[config.mk]
export PLATFORM = sky130hd
export DESIGN_NAME = pec_counter_bank
export DESIGN_NICKNAME = d
export VERILOG_FILES = /design/src/common/pec_pkg.sv /design/src/core/pec_counter_bank.sv
export SDC_FILE = /design/constraint.sdc
export NUM_CORES = 1
export LEC_CHECK = 0
export ABC_AREA = 1
export BUFFER_PORTS_ARGS = -buffer_cell sky130_fd_sc_hd__buf_2
export CAP_MARGIN = 25
export CORE_UTILIZATION = 29
export DETAILED_ROUTE_END_ITERATION = 6
export PLACE_DENSITY_LB_ADDON = 0.1
export SLEW_MARGIN = 20
export SYNTH_ARGS = -nofsm -noshare
export SYNTH_HDL_FRONTEND = slang
export SYNTH_SLANG_ARGS = --single-unit
[constraint.sdc]
create_clock -name core_clk -period 5.5 [get_ports core_clk]
set_input_delay 1.1 -clock core_clk [delete_from_list [all_inputs] [get_ports core_clk]]
set_output_delay 1.1 -clock core_clk [all_outputs]
set_load 0.005 [all_outputs]
[src/common/pec_pkg.sv]
// Package for the performance event counter bank: map, fields, types.
package pec_pkg;
    localparam int NUM_COUNTERS = 8;
    localparam int ADDR_W = 4;
    localparam int EVT_W = 8;
    localparam int EVBUS_W = 16;
    localparam int TAG_WRITE_BIT = 12;

    // Register word offsets on the plain register port.
    localparam logic [ADDR_W-1:0] OFS_CONTROL = 4'h0;
    localparam logic [ADDR_W-1:0] OFS_ENABLE_SET = 4'h1;
    localparam logic [ADDR_W-1:0] OFS_ENABLE_CLR = 4'h2;
    localparam logic [ADDR_W-1:0] OFS_SELECT = 4'h3;
    localparam logic [ADDR_W-1:0] OFS_EVENT_TYPE = 4'h4;
    localparam logic [ADDR_W-1:0] OFS_COUNT = 4'h5;

    // Field positions.
    localparam int CTRL_GLOBAL_EN_POS = 0;
    localparam int SEL_INDEX_LSB = 0;
    localparam int SEL_INDEX_W = 3;
    localparam int EVT_NUM_LSB = 0;

    // Event numbers and reset values.
    localparam logic [EVT_W-1:0] EVT_TAG_WRITE = 8'h0B;
    localparam logic [EVT_W-1:0] EVT_RESET = 8'h00;
    localparam logic [31:0] COUNT_RESET = 32'h0000_0000;
    localparam logic [NUM_COUNTERS-1:0] ENABLE_RESET = 8'h00;
    localparam logic [SEL_INDEX_W-1:0] SELECT_RESET = 3'h0;

    typedef struct packed {
        logic [ADDR_W-1:0] addr;
        logic [31:0] wdata;
        logic wr;
        logic rd;
    } pec_bus_req_t;

    // One architecturally executed access to the process tag register.
    typedef struct packed {
        logic valid;
        logic is_write;
    } pec_tag_access_t;
endpackage : pec_pkg

[src/core/pec_counter_bank.sv]
// Event counter bank with process-tag-write event and register port.
`timescale 1ns/100ps
// What this block does
// - Mapped event 0x0B advances counter once per executed tag write.
// - Reads of the process tag register never advance counter.
// - Counters 0..7 count only after their enable set bit is written.
// - Selection index chooses the counter that event type reaches.
// - Writing 0x0B to event number maps tag-write onto selected counter.
// - Counting also needs global enable bit in monitor control register.
// - Tag-write event shown on event output bus bit 12, writes only.
module pec_counter_bank (
    input wire logic core_clk,
    input wire logic sys_rst,
    input wire pec_pkg::pec_bus_req_t bus_req,
    output logic [31:0] bus_rdata,
    input wire pec_pkg::pec_tag_access_t tag_access,
    output logic [pec_pkg::EVBUS_W-1:0] event_output_bus
);
    import pec_pkg::*;

    logic monitor_control_reg;
    logic [NUM_COUNTERS-1:0] counter_enable_set_reg;
    logic [SEL_INDEX_W-1:0] counter_selection_reg;
    logic [EVT_W-1:0] event_type_reg [NUM_COUNTERS];
    logic [31:0] count_reg [NUM_COUNTERS];
    logic tag_write_hit;
    logic [NUM_COUNTERS-1:0] count_step;
    logic [31:0] bus_rdata_next;
    logic wr_control;
    logic wr_enable_set;
    logic wr_enable_clr;
    logic wr_select;
    logic wr_event_type;
    logic wr_count;

    // One decode serves every register, so the map cannot drift apart.
    function automatic logic reg_write(input pec_bus_req_t req,
            input logic [ADDR_W-1:0] ofs);
        return req.wr && (req.addr == ofs);
    endfunction : reg_write

    assign wr_control = reg_write(bus_req, OFS_CONTROL);
    assign wr_enable_set = reg_write(bus_req, OFS_ENABLE_SET);
    assign wr_enable_clr = reg_write(bus_req, OFS_ENABLE_CLR);
    assign wr_select = reg_write(bus_req, OFS_SELECT);
    assign wr_event_type = reg_write(bus_req, OFS_EVENT_TYPE);
    assign wr_count = reg_write(bus_req, OFS_COUNT);

    // Only the write flavour qualifies; a read must never count.
    // write-only qualification
    assign tag_write_hit = tag_access.valid && tag_access.is_write;

    always_comb begin
        for (int i = 0; i < NUM_COUNTERS; i++) begin
            count_step[i] = tag_write_hit && monitor_control_reg
                && counter_enable_set_reg[i]
                && (event_type_reg[i] == EVT_TAG_WRITE);
        end
    end

    always_ff @(posedge core_clk) begin
        if (sys_rst) begin
            monitor_control_reg <= 1'b0;
        end else if (wr_control) begin
            monitor_control_reg <= bus_req.wdata[CTRL_GLOBAL_EN_POS];
        end
    end

    always_ff @(posedge core_clk) begin
        if (sys_rst) begin
            counter_enable_set_reg <= ENABLE_RESET;
        end else if (wr_enable_set) begin
            counter_enable_set_reg <= counter_enable_set_reg
                | bus_req.wdata[NUM_COUNTERS-1:0];
        end else if (wr_enable_clr) begin
            counter_enable_set_reg <= counter_enable_set_reg
                & ~bus_req.wdata[NUM_COUNTERS-1:0];
        end
    end

    always_ff @(posedge core_clk) begin
        if (sys_rst) begin
            counter_selection_reg <= SELECT_RESET;
        end else if (wr_select) begin
            counter_selection_reg <=
                bus_req.wdata[SEL_INDEX_LSB +: SEL_INDEX_W];
        end
    end

    always_ff @(posedge core_clk) begin
        if (sys_rst) begin
            for (int i = 0; i < NUM_COUNTERS; i++) begin
                event_type_reg[i] <= EVT_RESET;
            end
        end else if (wr_event_type) begin
            event_type_reg[counter_selection_reg] <=
                bus_req.wdata[EVT_NUM_LSB +: EVT_W];
        end
    end

    // A software write to the selected count wins over a same-cycle event.
    // increment and wrap
    always_ff @(posedge core_clk) begin
        if (sys_rst) begin
            for (int i = 0; i < NUM_COUNTERS; i++) begin
                count_reg[i] <= COUNT_RESET;
            end
        end else begin
            for (int i = 0; i < NUM_COUNTERS; i++) begin
                if (wr_count
                    && counter_selection_reg == i[SEL_INDEX_W-1:0]) begin
                    count_reg[i] <= bus_req.wdata;
                end else if (count_step[i]) begin
                    count_reg[i] <= count_reg[i] + 32'h0000_0001;
                end
            end
        end
    end

    // The event line does not depend on any enable, only on qualification.
    // event output bit
    always_ff @(posedge core_clk) begin
        if (sys_rst) begin
            event_output_bus <= '0;
        end else begin
            event_output_bus <= '0;
            event_output_bus[TAG_WRITE_BIT] <= tag_write_hit;
        end
    end

    always_comb begin
        bus_rdata_next = 32'h0000_0000;
        case (bus_req.addr)
            OFS_CONTROL: bus_rdata_next[CTRL_GLOBAL_EN_POS] =
                monitor_control_reg;
            OFS_ENABLE_SET, OFS_ENABLE_CLR:
                bus_rdata_next[NUM_COUNTERS-1:0] = counter_enable_set_reg;
            OFS_SELECT: bus_rdata_next[SEL_INDEX_W-1:0] =
                counter_selection_reg;
            OFS_EVENT_TYPE: bus_rdata_next[EVT_W-1:0] =
                event_type_reg[counter_selection_reg];
            OFS_COUNT: bus_rdata_next = count_reg[counter_selection_reg];
            default: bus_rdata_next = 32'h0000_0000;
        endcase
    end

    always_ff @(posedge core_clk) begin
        if (sys_rst) begin
            bus_rdata <= 32'h0000_0000;
        end else if (bus_req.rd) begin
            bus_rdata <= bus_rdata_next;
        end else begin
            bus_rdata <= 32'h0000_0000;
        end
    end

    property p_read_no_count;
        @(posedge core_clk) disable iff (sys_rst)
        (tag_access.valid && !tag_access.is_write
            && !(bus_req.wr && bus_req.addr == OFS_COUNT))
        |=> count_reg[0] == $past(count_reg[0]);
    endproperty
    a_read_no_count: assert property (p_read_no_count)
        else $error("Counter 0 moved on a tag read.");

    property p_count_one;
        @(posedge core_clk) disable iff (sys_rst)
        (count_step[0] && !(bus_req.wr && bus_req.addr == OFS_COUNT))
        |=> count_reg[0] == $past(count_reg[0]) + 32'h0000_0001;
    endproperty
    a_count_one: assert property (p_count_one)
        else $error("Counter 0 did not advance by one.");

    property p_need_enables;
        @(posedge core_clk) disable iff (sys_rst)
        (!monitor_control_reg || !counter_enable_set_reg[0])
        && !(bus_req.wr && bus_req.addr == OFS_COUNT)
        |=> $stable(count_reg[0]);
    endproperty
    a_need_enables: assert property (p_need_enables)
        else $error("Counter 0 moved while disabled.");

    property p_event_bit;
        @(posedge core_clk) disable iff (sys_rst)
        1'b1 |=> event_output_bus[TAG_WRITE_BIT]
            == $past(tag_access.valid && tag_access.is_write);
    endproperty
    a_event_bit: assert property (p_event_bit)
        else $error("Event output bit does not follow tag writes.");

    property p_enable_set;
        @(posedge core_clk) disable iff (sys_rst)
        (bus_req.wr && bus_req.addr == OFS_ENABLE_SET && bus_req.wdata[0])
        |=> counter_enable_set_reg[0];
    endproperty
    a_enable_set: assert property (p_enable_set)
        else $error("Enable set write did not enable counter 0.");

    property p_select;
        @(posedge core_clk) disable iff (sys_rst)
        (bus_req.wr && bus_req.addr == OFS_SELECT)
        |=> counter_selection_reg
            == $past(bus_req.wdata[SEL_INDEX_LSB +: SEL_INDEX_W]);
    endproperty
    a_select: assert property (p_select)
        else $error("Selection index not stored.");

    property p_map;
        @(posedge core_clk) disable iff (sys_rst)
        (bus_req.wr && bus_req.addr == OFS_EVENT_TYPE)
        |=> event_type_reg[$past(counter_selection_reg)]
            == $past(bus_req.wdata[EVT_NUM_LSB +: EVT_W]);
    endproperty
    a_map: assert property (p_map)
        else $error("Event number not mapped to selected counter.");

    property p_wrap;
        @(posedge core_clk) disable iff (sys_rst)
        (count_step[0] && count_reg[0] == 32'hFFFF_FFFF
            && !(bus_req.wr && bus_req.addr == OFS_COUNT))
        |=> count_reg[0] == 32'h0000_0000;
    endproperty
    a_wrap: assert property (p_wrap)
        else $error("Counter 0 did not wrap to zero.");

    // A read of the tag register must leave the event line quiet.
    property p_read_no_event;
        @(posedge core_clk) disable iff (sys_rst)
        tag_access.valid && !tag_access.is_write
        |=> !event_output_bus[TAG_WRITE_BIT];
    endproperty
    a_read_no_event: assert property (p_read_no_event)
        else $error("Event output bit pulsed on a tag read.");

    property p_other_bits_quiet;
        @(posedge core_clk) disable iff (sys_rst)
        event_output_bus[EVBUS_W-1:TAG_WRITE_BIT+1] == '0
            && event_output_bus[TAG_WRITE_BIT-1:0] == '0;
    endproperty
    a_other_bits_quiet: assert property (p_other_bits_quiet)
        else $error("An unused event output bit is set.");

    property p_type_read;
        @(posedge core_clk) disable iff (sys_rst)
        bus_req.rd && bus_req.addr == OFS_EVENT_TYPE
        |=> bus_rdata[EVT_W-1:0]
            == event_type_reg[$past(counter_selection_reg)];
    endproperty
    a_type_read: assert property (p_type_read)
        else $error("Event type read did not reach the selected counter.");

    // Every counter is checked, not only counter 0 above.
    for (genvar g = 0; g < NUM_COUNTERS; g++) begin : g_counter_chk
        localparam logic [SEL_INDEX_W-1:0] IDX = SEL_INDEX_W'(g);
        logic own_write;
        assign own_write = wr_count && (counter_selection_reg == IDX);

        property p_idle_hold;
            @(posedge core_clk) disable iff (sys_rst)
            !count_step[g] && !own_write |=> $stable(count_reg[g]);
        endproperty
        a_idle_hold: assert property (p_idle_hold)
            else $error("A counter moved with no event and no write.");

        property p_step_one;
            @(posedge core_clk) disable iff (sys_rst)
            count_step[g] && !own_write
            |=> count_reg[g] == $past(count_reg[g]) + 32'h0000_0001;
        endproperty
        a_step_one: assert property (p_step_one)
            else $error("A counter did not advance by exactly one.");

        property p_own_enable;
            @(posedge core_clk) disable iff (sys_rst)
            !counter_enable_set_reg[g] |-> !count_step[g];
        endproperty
        a_own_enable: assert property (p_own_enable)
            else $error("A counter stepped without its own enable.");

        property p_global_enable;
            @(posedge core_clk) disable iff (sys_rst)
            !monitor_control_reg |-> !count_step[g];
        endproperty
        a_global_enable: assert property (p_global_enable)
            else $error("A counter stepped with the global enable off.");

        property p_read_no_step;
            @(posedge core_clk) disable iff (sys_rst)
            tag_access.valid && !tag_access.is_write |-> !count_step[g];
        endproperty
        a_read_no_step: assert property (p_read_no_step)
            else $error("A counter stepped on a tag read.");

        property p_unmapped_no_step;
            @(posedge core_clk) disable iff (sys_rst)
            event_type_reg[g] != EVT_TAG_WRITE |-> !count_step[g];
        endproperty
        a_unmapped_no_step: assert property (p_unmapped_no_step)
            else $error("A counter stepped on another event number.");

        property p_write_steps;
            @(posedge core_clk) disable iff (sys_rst)
            tag_access.valid && tag_access.is_write && monitor_control_reg
                && counter_enable_set_reg[g]
                && event_type_reg[g] == EVT_TAG_WRITE
            |-> count_step[g];
        endproperty
        a_write_steps: assert property (p_write_steps)
            else $error("A mapped enabled counter missed a tag write.");
    end
endmodule : pec_counter_bank

==> reports/results.tsv, run 1 <==
stage	metric	value	unit
clocking	cts_setup_buffers	0	
power	p_seq_share	44.9	%
synth	synth-seq-cells	368	
setup_path	reg2reg_depth	9	
floorplanning	core_area	0.0840	mm2
routing	via_count	23773	
timing	setup_viol	0	
routing	wl_met2	47300	um
setup_path	worstSetupStartpointType	input pin	
synth	synth-edff-count	320	
grt	grt_max_degree	86	
setup_path	timing.rr.end	count_reg[0][28]	
timing	maxSlewViolCount	0	
synth	yosys_warnings	0	
flow_run	max-cap-violations	0	
place	portBuffers	74	
setup_path	cp.arrival	3.45	ns
timing	max_clock_freq	0.321	GHz
grt	first_global_vias	22345	
timing	fin_crit_sh	56.6	%
setup_path	rr_startpoint	monitor_control_reg	
clocking	postCtsHoldBufs	0	
routing	routed-wl-met3	7080	um
finish	nets	3530	
timing	rsz0062_at_grt	no	
place	dp_hpwl	81000	um
clocking	cts_resized	0	
setup_path	regToRegSetupSlack	2.47	ns
power	irDropWorstVdd	197	uV
hold_path	hold_path_class	flop to flop	
clocking	path_clk_slew	0.06	ns
synth	yosys.area.top_type	edfxtp_1	
clocking	cts-root-buf	clkbuf_16	
synth	yosysUniqueCellTypes	41	
finish	drive_gt1_share	7.48	%
setup_path	crit_buf_inv	6	
floorplanning	rows	106	
power	power_switching_share	26.3	%
synth	ys_seq_area_share	42.9	%
floorplanning	die_x	294	um
routing	routedWlPerCell	23.2	um
power	p_comb_share	7.2	%
finish	syn_to_final_growth	13.5	%
floorplanning	initial_core_util	29.4	%
timing	timing.hold.ws	0.584	ns
routing	drcViolationCount	0	
clocking	h-tree-depth	2	
routing	met1Wirelength	49500	um
routing	drt_iter0_drc	2116	
setup_path	crit_chain	buf_2 > inv_1 > nand2_2 > nor2_2 > nand2_1 > nor2_2 > buf_4 > inv_2 > nand2_2 > buf_4 > inv_2 > nand3_1 > o21ai_0	
place	dp.cells	4563	
synth	netlist_area	0.0247	mm2
floorplanning	die_h	294	um
power	fin_total_pwr	0.00728	W
grt	grt_use_total	24.8	%
finish	post-route-util	33.3	%
clocking	clk_latency	0.60	ns
synth	syn_avg_cell_area	7.17	um2
setup_path	critPathCaptureType	flop	
clocking	cts_tree	done	
synth	ys_top_cells_by_count	nand2_1, nor2_1, inv_1	
power	p_sw	0.00191	W
setup_path	required	5.84	ns
setup_path	path_depth	13	
floorplanning	fp.dieArea	0.0862	mm2
power	power_density	260	mW/mm2
synth	yosysMostFrequentCell	nand2_1	
setup_path	slowest_stage	nor2_2	
power	p_clk_share	48.0	%
finish	largest_register_ff_count	256	
synth	syn-instance-count	3442	
routing	detail-route-antenna-nets	0	
setup_path	path_max_fanout	24	
setup_path	critPathKind	input pin to flop	
power	intPower	0.00537	W
synth	async_reset_ff_share	0	%
synth	synthFlopType	edfxtp_1	
clocking	cts_made_buffers	48	
synth	synth.top_cell.area_share	39.0	%
setup_path	crit_family	simple AND/OR/NAND/NOR gates	
timing	final.setup_skew	0.0200	ns
grt	grt_antenna_before_repair	2	
grt	gr-total-overflow	0	
timing	relSlewSlack	31.5	%
routing	drtPass1Iterations	6	
finish	fillCellCount	9167	
routing	routed_via_density	5.11	
routing	drt-total-wl	108000	um
routing	top_layer_used	met5	
timing	finalSetupTns	0	ns
hold_path	whs_path_depth	2	
place	finalWeightedCongestion	0.931	
timing	tightest_slew	1.03	ns
setup_path	slowest_delay	0.45	ns
clocking	cts_buffer_depth	3	
timing	hold_viol	0	
finish	layout.cells.non_filler	4654	
run_status	status	completed	
clocking	clock_sinks	368	
timing	fin_crit	3.11	ns
synth	synthTopCellsByArea	edfxtp_1, nand2_1, nor2_1	
floorplanning	io-pin-count	90	
power	p_leak	11.0	nW
grt	grt_first_pass_wirelength	156000	um
[cell usage in the layout, fill, tap and decap left out, types with 48 or more instances in the layout]
master / n
a21oi_1: 138
nand4_1: 53
nor3_1: 77
o21ai_0: 320
buf_2: 74
xor2_1: 64
edfxtp_1: 320
o22ai_1: 48
nand2_1: 775
o21ai_1: 55
clkbuf_16: 53
inv_1: 407
nor2_1: 469
nand3_1: 323
[worst max path at each step]
stage | startpoint | endpoint | slack [ns]
2_1_floorplan | sys_rst | count_reg[0][0] | 1.98
3_3_place_gp | bus_req[37] | count_reg[0][25] | 1.77
3_5_place_dp | bus_req[37] | count_reg[0][25] | 1.81
4_1_cts | monitor_control_reg | count_reg[2][27] | 2.43
5_1_grt | bus_req[37] | count_reg[0][15] | 2.22
6_report | bus_req[37] | count_reg[0][25] | 2.39
[worst reg2reg max path, stage by stage, from the launching register on]
cell and delay (ns):
dfxtp_1 0.49, nand3_1 0.49, nor3_1 0.55, buf_4 0.23
nand2_2 0.12, buf_4 0.25, inv_2 0.35, nand3_1 0.19
nand2_1 0.09, inv_1 0.03
[power groups by stage]
stage	clock [W]	combinational, W	sequential, W
5_1_grt	0.00366	0.000566	0.00328
2_1_floorplan	0	0.000297	0.00327
3_5_place_dp	0	0.000517	0.00332
6_report	0.00349	0.000521	0.00327
3_3_place_gp	0	0.000514	0.00333
4_1_cts	0.00357	0.000519	0.00327
[cells by family (layout without fill, tap and decap cells)]
group | Yosys count | count (layout) | synth area share (%)
buffers and inverters | 566 | 628 | 9.16
other | 1 | 17 | 0.0152
adders and majority gates | 8 | 8 | 0.406
xor gates and xnor gates | 87 | 87 | 3.09
and+or+nand+nor | 1777 | 1777 | 30.7
AOI/OAI and AO/OA | 635 | 635 | 13.8
DFF | 368 | 368 | 42.9
[per-layer routing]
| metal | vias to the layer above | GRT usage (%) |
|---|---|---|
| met2 | 829 | 38.2 |
| met3 | 138 | 3.41 |
| li1 | 11585 | - |
| met1 | 11219 | 35.1 |
| met5 | - | 0.284 |
| met4 | 2 | 8.98 |
[layout make-up]
cell class	instances	area (um2)	share of cell area [%]
clock inverters	30	330	1.18
flip-flops and latches	368	10600	37.8
inverters	426	1600	5.72
multi-input cells	2522	11900	42.6
repair buffers	114	767	2.74
well taps	1134	1420	5.07
diodes	2	5.00	0.0179
clock buffers	58	1380	4.91
[metrics by stage]
step	worst slack [ns]	cell area (um2)
floorplan	1.98	24700
global placement	1.77	26200
detailed placement	1.81	26300
CTS	2.43	28000
global route	2.22	28000
finish	2.39	28000
(Power assumes the default switching activity.)
==> inputs of run 2 (changes only) <==
==> constraint.sdc (replaced) <==
create_clock -name core_clk -period 3 [get_ports core_clk]
set_input_delay 0.6 -clock core_clk [delete_from_list [all_inputs] [get_ports core_clk]]
set_output_delay 0.6 -clock core_clk [all_outputs]
set_load 0.005 [all_outputs]
==> reports/results.tsv, run 2 (synthesis gave the netlist of run 1 again) <==
stage	metric	value	unit
run_status	status	completed	
timing	tightest_slew	0.955	ns
grt	gr-total-overflow	0	
place	pre_cts_slack	0.378	ns
clocking	cts_tree	done	
power	p_leak	11.3	nW
finish	largest_register_ff_count	256	
setup_path	worstSetupStartpointType	flop	
setup_path	crit_top_cell	nand2_1	
clocking	cts_made_buffers	50	
clocking	clock_sinks	368	
finish	drive_gt1_share	8.93	%
routing	drcViolationCount	0	
power	power_switching_share	26.3	%
place	finalWeightedCongestion	0.925	
floorplanning	core_area	0.0840	mm2
routing	drt-total-wl	109000	um
floorplanning	die_x	294	um
routing	drtPass1Iterations	6	
power	p_sw	0.00358	W
floorplanning	die_h	294	um
setup_path	crit_family	simple AND/OR/NAND/NOR gates	
setup_path	crit_chain	inv_2 > nor3_1 > nand2_1 > nand2_1 > nor2_2 > buf_4 > o21ai_0 > inv_1	
clocking	h-tree-depth	2	
place	dp_hpwl	82900	um
finish	regArea	0.0106	mm2
routing	via_count	24120	
floorplanning	rows	106	
setup_path	crit_buf_inv	3	
setup_path	critPathCaptureType	flop	
floorplanning	io-pin-count	90	
setup_path	cp.arrival	2.78	ns
timing	max_clock_freq	0.412	GHz
power	p_seq_share	44.0	%
timing	maxSlewViolCount	0	
clocking	cts_buffer_depth	3	
clocking	postCtsHoldBufs	0	
timing	rsz0062_at_grt	no	
finish	layout_commonest_cell	nand2_1	
timing	finalSetupTns	0	ns
timing	fin_ws	0.574	ns
floorplanning	fp.dieArea	0.0862	mm2
timing	final.setup_skew	0.0217	ns
grt	grt_antenna_before_repair	4	
finish	n_antenna_cell	0	
power	intPower	0.0100	W
finish	fillCellCount	9189	
clocking	cts-root-buf	clkbuf_16	
grt	grt_first_pass_wirelength	159000	um
finish	nets	3583	
clocking	cts_setup_buffers	0	
clocking	path_clk_slew	0.06	ns
timing	fin_crit	2.43	ns
power	p_comb_share	7.4	%
timing	hold_viol	0	
finish	syn_to_final_growth	15.7	%
power	irDropWorstVdd	388	uV
setup_path	critPathKind	flop to flop	
setup_path	required	3.35	ns
floorplanning	initial_core_util	29.4	%
routing	drt_iter0_drc	2555	
setup_path	slowest_delay	0.54	ns
place	portBuffers	74	
finish	multi_input_area	0.0119	mm2
finish	post-route-util	34.0	%
clocking	clk_latency	0.62	ns
routing	routedWlPerCell	23.1	um
timing	relSlewSlack	35.7	%
power	p_clk_share	48.6	%
setup_path	slowest_stage	nor3_1	
timing	fin_crit_sh	80.9	%
power	power_density	476	mW/mm2
hold_path	hold_path_class	input pin to flop	
grt	first_global_vias	22585	
timing	setup_viol	0	
clocking	cts_resized	0	
flow_run	max-cap-violations	0	
setup_path	path_max_fanout	26	
finish	most-common-layout-cells	nand2_1, nor2_1, inv_1	
grt	grt_use_total	25.0	%
power	fin_total_pwr	0.0136	W
routing	detail-route-antenna-nets	0	
routing	routed_via_density	5.12	
grt	grt_max_degree	106	
## run 2: cell types whose count changed in the layout (fill, tap and decap cells not counted), sizes merged
cell	change
buf	+51
clkbuf	+12
clkinv	-5
bufinv	-3
clkinvlp	+2
diode	-2
inv	-1
## run 2: worst paths after layout
path	startpoint	endpoint	slack [ns]	cells past startpoint
setup / recovery	counter_selection_reg[2]	count_reg[6][25]	0.57	8
hold / removal	tag_access[0]	event_output_bus[12]	0.22	3
setup reg to reg	counter_selection_reg[2]	count_reg[6][25]	0.57	8
hold reg to reg	monitor_control_reg	monitor_control_reg	0.55	2
## run 2: worst reg2reg max path: stages, from the launching register on
cell	delay (ns)
dfxtp_1	0.47
inv_2	0.13
nor3_1	0.54
nand2_1	0.24
nand2_1	0.16
nor2_2	0.05
buf_4	0.22
o21ai_0	0.31
inv_1	0.06
## run 2: layer usage
layer  vias to the layer above  global-route usage (%)  routed length [um]
li1                      11676                       -                   -
met1                     11559                    35.7               50600
met2                       770                    40.0               49200
met3                       115                    2.70                6090
met4                         0                    6.53                2900
met5                         -                       0                   0
## run 2: layout make-up
type	count	area share, %
clock buffer	70	5.50
clock inverter	23	0.807
inverter	426	5.61
multi-input combinational	2522	41.7
sequential	368	37.1
tap	1134	4.97
timing repair buffer	165	4.35
## run 2: metrics by stage
stage | cells | cell area [um2] | hold slack, ns
finish | 4708 | 28500 | 0.224
global placement | 4615 | 26700 | 0.560
global route | 4708 | 28500 | 0.214
detailed placement | 4615 | 26700 | 0.559
CTS | 4708 | 28500 | 0.193
floorplan | 3456 | 24700 | 0.437
## run 2: power groups by stage
stage	sequential (W)	clock, W	combinational, W
after floorplan	0.00599	0	0.000544
after global placement	0.00609	0	0.00101
after detailed placement	0.00608	0	0.00100
after CTS	0.00598	0.00671	0.00101
after global routing	0.00600	0.00689	0.00109
final	0.00598	0.00660	0.00100
==> inputs of run 3 (changes only) <==
--- a/config.mk
+++ b/config.mk
@@ -5,7 +5,7 @@
 export SDC_FILE = /design/constraint.sdc
 export NUM_CORES = 1
 export LEC_CHECK = 0
-export ABC_AREA = 1
+export ABC_AREA = 0
 export BUFFER_PORTS_ARGS = -buffer_cell sky130_fd_sc_hd__buf_2
 export CAP_MARGIN = 25
 export CORE_UTILIZATION = 29
==> constraint.sdc (replaced) <==
create_clock -name core_clk -period 2.55 [get_ports core_clk]
set_input_delay 0.51 -clock core_clk [delete_from_list [all_inputs] [get_ports core_clk]]
set_output_delay 0.51 -clock core_clk [all_outputs]
set_load 0.005 [all_outputs]
==> reports/results.tsv, run 3 <==
stage	metric	value	unit
run_status	status	completed	
timing	fin_crit_sh	97.5	%
synth	yosys_warnings	0	
grt	grt_first_pass_wirelength	115000	um
synth	ys_top_cells_by_count	edfxtp_1, nand2_1, o21ai_0	
finish	nets	2233	
clocking	clk_latency	0.59	ns
setup_path	slowest_stage	or4_4	
synth	synth-xor-area-share	9.59	%
routing	drt_iter0_drc	1595	
synth	synth_compound_area_share	7.87	%
synth	yosys.area.top_type	edfxtp_1	
synth	netlist_area	0.0218	mm2
routing	drcViolationCount	0	
floorplanning	die_x	276	um
synth	synthFlopType	edfxtp_1	
finish	syn_to_final_growth	19.6	%
place	pre_cts_slack	-0.192	ns
power	p_clk_share	45.2	%
floorplanning	fp.dieArea	0.0764	mm2
clocking	cts_resized	0	
synth	synthTopCellsByArea	edfxtp_1, mux4_2, xor2_1	
floorplanning	initial_core_util	29.3	%
power	p_seq_share	47.9	%
clocking	cts_made_buffers	47	
finish	fin_area	0.0261	mm2
synth	syn_avg_cell_area	10.9	um2
place	portBuffers	74	
clocking	cts_tree	done	
clocking	cts_buffer_depth	3	
clocking	path_clk_slew	0.06	ns
synth	synth-seq-cells	368	
hold_path	min_to	event_output_bus[12]	
setup_path	critPathKind	flop to flop	
synth	synth_top_family_by_area	simple AND/OR/NAND/NOR gates	
hold_path	hold_path_class	input pin to flop	
synth	ys_seq_area_share	48.4	%
timing	relSlewSlack	51.8	%
routing	drtPass1Iterations	5	
setup_path	regToRegSetupSlack	0.06	ns
place	dpl_cell_area	0.0245	mm2
hold_path	whs_path_depth	2	
finish	regArea	0.0106	mm2
setup_path	rr_startpoint	event_type_reg[5][4]	
synth	synth-edff-count	320	
synth	synthAdderAreaFrac	0.459	%
setup_path	reg2reg_depth	5	
routing	drt-total-wl	77900	um
floorplanning	io-pin-count	90	
synth	yosys.area_share.simple	19.0	%
power	p_leak	8.51	nW
power	irDropWorstVdd	400	uV
setup_path	critPathCaptureType	flop	
finish	drive_gt1_share	19.0	%
power	p_comb_share	6.9	%
finish	multi_input_area	0.0106	mm2
setup_path	cp.arrival	2.91	ns
setup_path	path_max_fanout	18	
hold_path	worstHoldStart	tag_access[0]	
setup_path	crit_chain	or4_1 > or4_4 > or3_1 > buf_4 > o22ai_1	
synth	async_reset_ff_share	0	%
timing	tightest_slew	0.723	ns
routing	via_count	17112	
synth	yosysMostFrequentCell	edfxtp_1	
synth	yosysUniqueCellTypes	61	
grt	grt_antenna_before_repair	1	
place	finalWeightedCongestion	0.873	
timing	max_clock_freq	0.402	GHz
routing	routedWlPerCell	24.4	um
synth	synth_mux_area_share	11.2	%
routing	detail-route-antenna-nets	0	
place	dp_hpwl	57200	um
floorplanning	die_h	276	um
grt	grt_use_total	20.1	%
clocking	h-tree-depth	2	
timing	fin_ws	0.0629	ns
grt	first_global_vias	16759	
finish	largest_register_ff_count	256	
setup_path	timing.rr.end	count_reg[5][31]	
timing	setup_viol	0	
clocking	clock_sinks	368	
timing	maxSlewViolCount	0	
finish	most-common-layout-cells	edfxtp_1, nand2_1, buf_4	
clocking	cts-root-buf	clkbuf_16	
finish	fillCellCount	7379	
setup_path	slowest_delay	0.56	ns
timing	rsz0062_at_grt	no	
finish	n_antenna_cell	0	
power	power_switching_share	24.9	%
floorplanning	rows	100	
grt	grt_max_degree	49	
power	power_density	567	mW/mm2
flow_run	max-cap-violations	0	
setup_path	worstSetupStartpointType	flop	
floorplanning	core_area	0.0744	mm2
power	intPower	0.0111	W
routing	routed_via_density	5.36	
power	p_sw	0.00369	W
timing	hold_viol	0	
grt	gr-total-overflow	0	
synth	synth.top_cell.area_share	44.0	%
synth	syn-instance-count	2005	
timing	fin_crit	2.49	ns
setup_path	required	2.97	ns
finish	layout_commonest_cell	edfxtp_1	
timing	final.setup_skew	0.0242	ns
-- run 3: power groups by stage --
| stage | sequential (W) | combinational [W] | clock (W) |
|---|---|---|---|
| after floorplan | 0.00708 | 0.000569 | 0 |
| after global placement | 0.00721 | 0.00102 | 0 |
| after detailed placement | 0.00720 | 0.00102 | 0 |
| after CTS | 0.00708 | 0.00103 | 0.00686 |
| after global routing | 0.00712 | 0.00110 | 0.00703 |
| final | 0.00709 | 0.00103 | 0.00668 |
-- run 3: timing repair --
item                       in CTS  in global routing
setup buffers                   5                  0
hold buffers                    0                  0
setup endpoints to repair      24                  0
-- run 3: layout make-up --
type,instances,area share (%)
well taps,969,4.64
repair buffers,246,7.85
clock inverters,7,0.144
clock buffers,80,5.68
inverters,30,0.450
flip-flops and latches,368,40.5
multi-input cells,1490,40.7
-- run 3: kinds of logic after synthesis --
kind of cell | after synthesis
AND/OR/NAND/NOR | 796
flip-flops | 368
AO/OA/AOI/OAI | 286
XOR/XNOR | 239
buffers and inverters | 161
multiplexers | 146
adder cells (fa/ha/maj) | 8
other | 1
-- run 3: worst max path at each step --
stage	startpoint	cells past startpoint	slack, ns	end
3_5_place_dp	event_type_reg[7][4]	5	-0.19	count_reg[7][31]
5_1_grt	event_type_reg[5][5]	5	0.002	count_reg[5][25]
6_report	event_type_reg[5][4]	5	0.06	count_reg[5][31]
2_1_floorplan	bus_req[37]	6	-0.16	count_reg[2][0]
4_1_cts	event_type_reg[5][5]	5	0.05	count_reg[5][31]
3_3_place_gp	event_type_reg[7][4]	5	-0.12	count_reg[7][31]
-- run 3: layer usage --
metal | GRT usage (%) | vias to the layer above | share of wire, %
li1 | - | 7890 | -
met1 | 30.3 | 8633 | 48
met2 | 30.5 | 515 | 44
met3 | 2.83 | 74 | 6.1
met4 | 4.13 | 0 | 1.6
met5 | 0 | - | 0
-- run 3: worst max-delay path: cells and delay by family (launching register included) --
family,cells,cell delay (ns)
simple gates,3,1.49
flops,1,0.38
buf+inv,1,0.25
compound gates,1,0.19
-- run 3: metrics by stage --
| step | setup TNS, ns | hold WS (ns) | util (%) | total power (W) | instances |
|---|---|---|---|---|---|
| 4_1_cts | 0 | 0.154 | 35.1 | 0.0150 | 3190 |
| 6_report | 0 | 0.188 | 35.1 | 0.0148 | 3190 |
| 2_1_floorplan | -6.52 | 0.441 | - | 0.00765 | 2019 |
| 5_1_grt | 0 | 0.187 | 35.1 | 0.0153 | 3190 |
| 3_5_place_dp | -3.00 | 0.491 | 33.0 | 0.00823 | 3098 |
| 3_3_place_gp | -2.17 | 0.499 | 33.0 | 0.00823 | 3098 |
